## src/ale_gen_defines.vh

```
`ifndef ALE_GEN_DEFINES_VH
`define ALE_GEN_DEFINES_VH
// Clocks per strobe period in each mode
`define PERIOD_12CLK 4'h6
`define PERIOD_6CLK 4'h3
// Phase inside the period that raises the strobe on the next clock
`define PULSE_PHASE 4'h0
`define PHASE_RESET 4'h0
`define PHASE_STEP 4'h1
// Auxiliary register layout: bit0 strobe disable, bit1 extram, rest reserved
`define AUX_DISABLE_BIT 0
`define AUX_EXTRAM_BIT 1
`define AUX_RESET 8'h00
`define AUX_WRITE_MASK 8'h03
`define SYNC_RESET 3'h0
`endif

```

## src/address_latch_strobe_gen.v

```verilog
`timescale 1ns/10ps
`default_nettype none
`include "ale_gen_defines.vh"

// Function
// - Strobe external memory accesses only at the pulse phase
// - 12-clock mode pulses at one sixth
// - Skip the next pulse after one or more data accesses
// - 6-clock mode pulses at one third
// - Pin becomes programming pulse input
// - Oscillator output toggles every system clock
// - Reserved bits written zero, read any
// - Fixed-zero bits always read zero
module address_latch_strobe_gen #(
    parameter PERIOD_12 = `PERIOD_12CLK,
    parameter PERIOD_6 = `PERIOD_6CLK
) (
    input wire sys_clk_i,
    input wire rst_i,
    input wire six_clock_mode_i,
    input wire ext_access_i,
    input wire ext_data_access_i,
    input wire program_mode_i,
    input wire aux_write_i,
    input wire [7:0] aux_wdata_i,
    input wire program_pulse_input,
    output reg [7:0] aux_rdata_o,
    output reg strobe_o,
    output reg strobe_oe_n_o,
    output reg program_pulse_o,
    output reg oscillator_output
);

    // ==========================================
    // Mode constants
    // Periods must fit the four-bit phase counter
    localparam [3:0] SLOW_PERIOD = PERIOD_12;
    localparam [3:0] FAST_PERIOD = PERIOD_6;

    // ==========================================
    // Declarations
    reg [7:0] aux;
    reg [7:0] next_aux;
    reg [3:0] phase;
    reg [3:0] next_phase;
    reg skip_pending;
    reg next_skip_pending;
    reg [2:0] program_pulse_input_sync;
    reg next_strobe;
    reg next_program_pulse_input_pulse;
    wire strobe_disable_bit;
    wire [3:0] period;
    wire [3:0] phase_inc;
    wire wrap;
    wire slot;
    wire program_pulse_input_stable;

    // ==========================================
    // Derived control
    assign strobe_disable_bit = aux[`AUX_DISABLE_BIT];
    assign period = six_clock_mode_i ? FAST_PERIOD : SLOW_PERIOD;
    assign phase_inc = phase + `PHASE_STEP;
    assign wrap = (phase_inc >= period);
    assign slot = (phase == `PULSE_PHASE);
    // Only trust the pin once two stages agree
    assign program_pulse_input_stable = (program_pulse_input_sync[2] == program_pulse_input_sync[1]);

    // ==========================================
    // Next auxiliary value
    always @* begin
        next_aux = aux;
        if (aux_write_i) begin
            next_aux = aux_wdata_i & `AUX_WRITE_MASK;
        end
    end

    // ==========================================
    // Next phase
    always @* begin
        next_phase = phase_inc;
        if (wrap) begin
            next_phase = `PHASE_RESET;
        end
    end

    // ==========================================
    // Next skip state
    always @* begin
        next_skip_pending = skip_pending;
        if (ext_data_access_i) begin
            next_skip_pending = 1'b1;
        end else if (slot) begin
            next_skip_pending = 1'b0;
        end
    end

    // ==========================================
    // Next strobe
    // Disable stops free running, access still strobes
    always @* begin
        next_strobe = 1'b0;
        if (slot && !skip_pending) begin
            if (!strobe_disable_bit || ext_access_i) begin
                next_strobe = 1'b1;
            end
        end
        if (program_mode_i) begin
            next_strobe = 1'b0;
        end
    end

    // ==========================================
    // Next programming pulse
    always @* begin
        next_program_pulse_input_pulse = program_pulse_o;
        if (program_pulse_input_stable) begin
            next_program_pulse_input_pulse = program_pulse_input_sync[2] & program_mode_i;
        end
    end

    // ==========================================
    // Auxiliary register
    always @(posedge sys_clk_i or posedge rst_i) begin
        if (rst_i) begin
            aux <= `AUX_RESET;
        end else begin
            aux <= next_aux;
        end
    end

    // ==========================================
    // Auxiliary readback
    always @(posedge sys_clk_i or posedge rst_i) begin
        if (rst_i) begin
            aux_rdata_o <= `AUX_RESET;
        end else begin
            aux_rdata_o <= aux & `AUX_WRITE_MASK;
        end
    end

    // ==========================================
    // Phase counter
    always @(posedge sys_clk_i or posedge rst_i) begin
        if (rst_i) begin
            phase <= `PHASE_RESET;
        end else begin
            phase <= next_phase;
        end
    end

    // ==========================================
    // Skip flag
    // Several data accesses before one slot drop one pulse
    always @(posedge sys_clk_i or posedge rst_i) begin
        if (rst_i) begin
            skip_pending <= 1'b0;
        end else begin
            skip_pending <= next_skip_pending;
        end
    end

    // ==========================================
    // Strobe output
    always @(posedge sys_clk_i or posedge rst_i) begin
        if (rst_i) begin
            strobe_o <= 1'b0;
        end else begin
            strobe_o <= next_strobe;
        end
    end

    // ==========================================
    // Pin direction
    always @(posedge sys_clk_i or posedge rst_i) begin
        if (rst_i) begin
            strobe_oe_n_o <= 1'b0;
        end else begin
            strobe_oe_n_o <= program_mode_i;
        end
    end

    // ==========================================
    // Pin synchroniser
    always @(posedge sys_clk_i or posedge rst_i) begin
        if (rst_i) begin
            program_pulse_input_sync <= `SYNC_RESET;
        end else begin
            program_pulse_input_sync <= {program_pulse_input_sync[1:0], program_pulse_input};
        end
    end

    // ==========================================
    // Programming pulse output
    always @(posedge sys_clk_i or posedge rst_i) begin
        if (rst_i) begin
            program_pulse_o <= 1'b0;
        end else begin
            program_pulse_o <= next_program_pulse_input_pulse;
        end
    end

    // ==========================================
    // Oscillator image
    // Toggle model only; no analogue amplifier here
    always @(posedge sys_clk_i or posedge rst_i) begin
        if (rst_i) begin
            oscillator_output <= 1'b0;
        end else begin
            oscillator_output <= ~oscillator_output;
        end
    end

    // ==========================================
    // Fixed bits
    // no fixed-one bits exist here

endmodule // address_latch_strobe_gen
`default_nettype wire

```

## config.mk

```make
export PLATFORM = sky130hd
export DESIGN_NAME = address_latch_strobe_gen
export DESIGN_NICKNAME = d
export VERILOG_FILES = /design/src/address_latch_strobe_gen.v
export VERILOG_INCLUDE_DIRS = /design/src
export SDC_FILE = /design/constraint.sdc
export NUM_CORES = 1
export LEC_CHECK = 0
export BUFFER_PORTS_ARGS = -buffer_cell sky130_fd_sc_hd__buf_2
export CORE_UTILIZATION = 30
export CTS_CLUSTER_DIAMETER = 200
export DETAILED_ROUTE_END_ITERATION = 8
export HOLD_SLACK_MARGIN = 0.1
export PLACE_DENSITY_LB_ADDON = 0.3
export SYNTH_ARGS = -nofsm -noshare
export SYNTH_HDL_FRONTEND = slang
export SYNTH_SLANG_ARGS = --single-unit
```

## constraint.sdc

```tcl
create_clock -name sys_clk_i -period 4.5 [get_ports sys_clk_i]
set_input_delay 0.225 -clock sys_clk_i [delete_from_list [all_inputs] [get_ports sys_clk_i]]
set_output_delay 0.225 -clock sys_clk_i [all_outputs]
set_load 0.01 [all_outputs]
```

==> impl_metrics.env <==
export IMPL_synth_commonest_cells="dfrtp_1, buf_4, inv_1, ha_1, nand2_1"
export IMPL_leakagePower_nw=0.417
export IMPL_crit_fanout=5
export IMPL_syn_inst=51
export IMPL_ys_warn_count=0
export IMPL_wl_um=879
export IMPL_clk_latency_ns=0.27
export IMPL_p_int_mw=0.232
export IMPL_dr_total_vias=395
export IMPL_finalMaxSlewViolations=0
export IMPL_grt_pass1_wl_mm=1.63
export IMPL_fin_crit_sh_pct=35.7
export IMPL_finalHoldViolations=0
export IMPL_crit_type="flop to flop"
export IMPL_antenna_found_initial=0
export IMPL_grt_use_total_pct=9.44
export IMPL_min_path_type="input pin to flop"
export IMPL_holdWs_ns=0.133
export IMPL_die_area_mm2=0.00241
export IMPL_synth_edff_count=0
export IMPL_via_per_inst=3.99
export IMPL_antennaDiodeCount=0
export IMPL_cts_htree_levels=1
export IMPL_dr_pass1_iters=3
export IMPL_arrival_ns=1.76
export IMPL_grt_ovfl_total=0
export IMPL_drtIter0Drc=3
export IMPL_ioPinCount=28
export IMPL_nets=94
export IMPL_fp_dieW_um=49.1
export IMPL_rows=16
export IMPL_dp_cells=93
export IMPL_synth_seq_cells=16
export IMPL_synth_cell_types=16
export IMPL_r2r_start="phase[0]"
export IMPL_vdd_drop_max_mv=0.196
export IMPL_period_minus_slack_ns=1.60
export IMPL_grt_max_degree=17
export IMPL_cap_violations=0
export IMPL_antenna_left=0
export IMPL_cts_resized=0
export IMPL_switching_power_mw=0.0944
export IMPL_cts_tree="yes"
export IMPL_power_frac_seq_pct=54.5
export IMPL_dp_hpwl_um=696
export IMPL_min_delay_start="ext_data_access_i"
export IMPL_route_detailed_drc=0
export IMPL_synth_top_cells_by_area="dfrtp_1, ha_1, buf_4"
export IMPL_max_slew_worst_pin_slew_ns=0.570
export IMPL_combPwrFrac_pct=24.3
export IMPL_finalSetupTns_ns=0
export IMPL_cts_sinks=16
export IMPL_finClkSkew_ns=0.000711
export IMPL_chipHeight_um=49.1
export IMPL_powerDensity_mw_per_mm2=407
export IMPL_synth_top_area_share_pct=60.3
export IMPL_syn_area_um2=664
export IMPL_core_area_mm2=0.00202
export IMPL_cts_clk_slew_worst_paths_ns=0.08
export IMPL_yosysMostFrequentCell="dfrtp_1"
export IMPL_required_ns=4.65
export IMPL_synth_area_leader_cell="dfrtp_1"
export IMPL_switching_share_pct=28.9
export IMPL_yosysSeqAreaShare_pct=60.3
export IMPL_fin_cells=99
export IMPL_synth_ff_type="dfrtp_1"
export IMPL_startpoint="phase[0]"
export IMPL_grt_pass1_vias=429
export IMPL_rsz0062_at_grt="no"
export IMPL_syn_to_final_growth_pct=20.9
export IMPL_synth_area_per_cell_um2=13.0
export IMPL_layout_drive_gt1_share_pct=33.3
export IMPL_max_freq_mhz=623
export IMPL_initial_utilization_pct=32.9
export IMPL_cts_hold_buffers=3
export IMPL_cts_made_buffers=3
export IMPL_gp_congestion=0.637
export IMPL_root_buffer="clkbuf_4"
export IMPL_startpoint_type="flop"
export IMPL_wl_per_cell_um=8.88
export IMPL_async_flop_share_pct=100
export IMPL_post_cts_setup_buffers=0
export IMPL_status="complete, no violations"
export IMPL_slew_headroom_pct=62.0
export IMPL_cp_end_kind="flop"
export IMPL_clock_path_buffers=2
export IMPL_port_buffer_count=15
export IMPL_setup_viol=0
export IMPL_pwr_share_clk_pct=21.1
## final cells by class
cell class / instances / area, um^2
Sequential cell: 16 / 400
Timing Repair Buffer: 18 / 105
Multi-Input combinational cell: 29 / 219
Fill cell: 206 / 1220
Tap cell: 27 / 33.8
Inverter: 6 / 22.5
Clock buffer: 3 / 22.5
## critical path, stage by stage, from the launching register on
cell and delay [ns]:
dfrtp_1 0.43, ha_1 0.22, xor2_1 0.16, ha_1 0.28, nand2_1 0.04, a21oi_1 0.27, nor4_1 0.08
## state kept, by name, indices dropped and copies added, names as in the netlist, 2 cells and up
signal / count
phase: 4
program_pulse_input_sync: 3
aux: 2
aux_rdata_o: 2
## power groups by stage
| stage | Sequential, mW | Combinational, mW | Clock, mW |
|---|---|---|---|
| floorplan | 0.180 | 0.0610 | 0 |
| global placement | 0.181 | 0.0757 | 0 |
| detailed placement | 0.181 | 0.0803 | 0 |
| CTS | 0.178 | 0.0823 | 0.0747 |
| global route | 0.180 | 0.0914 | 0.0821 |
| finish | 0.178 | 0.0795 | 0.0690 |
## through the flow
| step | utilization [%] | power, mW | setup WS (ns) | cell area [um^2] |
|---|---|---|---|---|
| global route | 39.7 | 0.354 | 2.83 | 803 |
| finish | 39.7 | 0.327 | 2.90 | 803 |
| global placement | 37.1 | 0.256 | 2.93 | 751 |
| CTS | 39.7 | 0.335 | 2.88 | 803 |
| floorplan | - | 0.241 | 3.01 | 687 |
| detailed placement | 37.1 | 0.262 | 2.89 | 751 |
## routing by layer
layer  wire, um  part of all wire [%]  global-route usage, %  vias to the layer above
met5          0                     0                      0                        -
met4         15                   1.7                   5.88                        0
met3         53                   6.0                   5.92                        2
met2        440                    50                   15.8                       17
met1        370                    42                   8.40                      180
li1           -                     -                      -                      196
## kinds of logic after synthesis
group | Yosys count | synth area share (%)
AO/OA/AOI/OAI | 3 | 4.33
XOR/XNOR | 3 | 3.96
adder cells (fa/ha/maj) | 4 | 7.53
buffers and inverters | 12 | 10.2
flip-flops | 16 | 60.3
multiplexers | 2 | 3.39
other | 1 | 0.564
AND/OR/NAND/NOR | 10 | 9.79
## placed cells by master, fill, tap and decap left out, types with 2 or more instances in the layout
cell,instances
dfrtp_1,16
buf_2,15
conb_1,7
inv_1,6
nand2_1,4
ha_1,4
clkbuf_4,3
dlygate4sd3_1,3
nand3_1,2
xor2_1,2
nor4b_2,2
mux2_2,2
## final timing paths
check	end	slack [ns]	cells after the start
max	phase[0]	2.90	6
min	skip_pending	0.13	2
max reg2reg	phase[0]	2.90	6
min reg2reg	program_pulse_input_sync[1]	0.35	0
max in group asynchronous	program_pulse_o	3.59	3
min in group asynchronous	phase[3]	0.54	3
No activity file was read; power rests on OpenSTA's default activity.
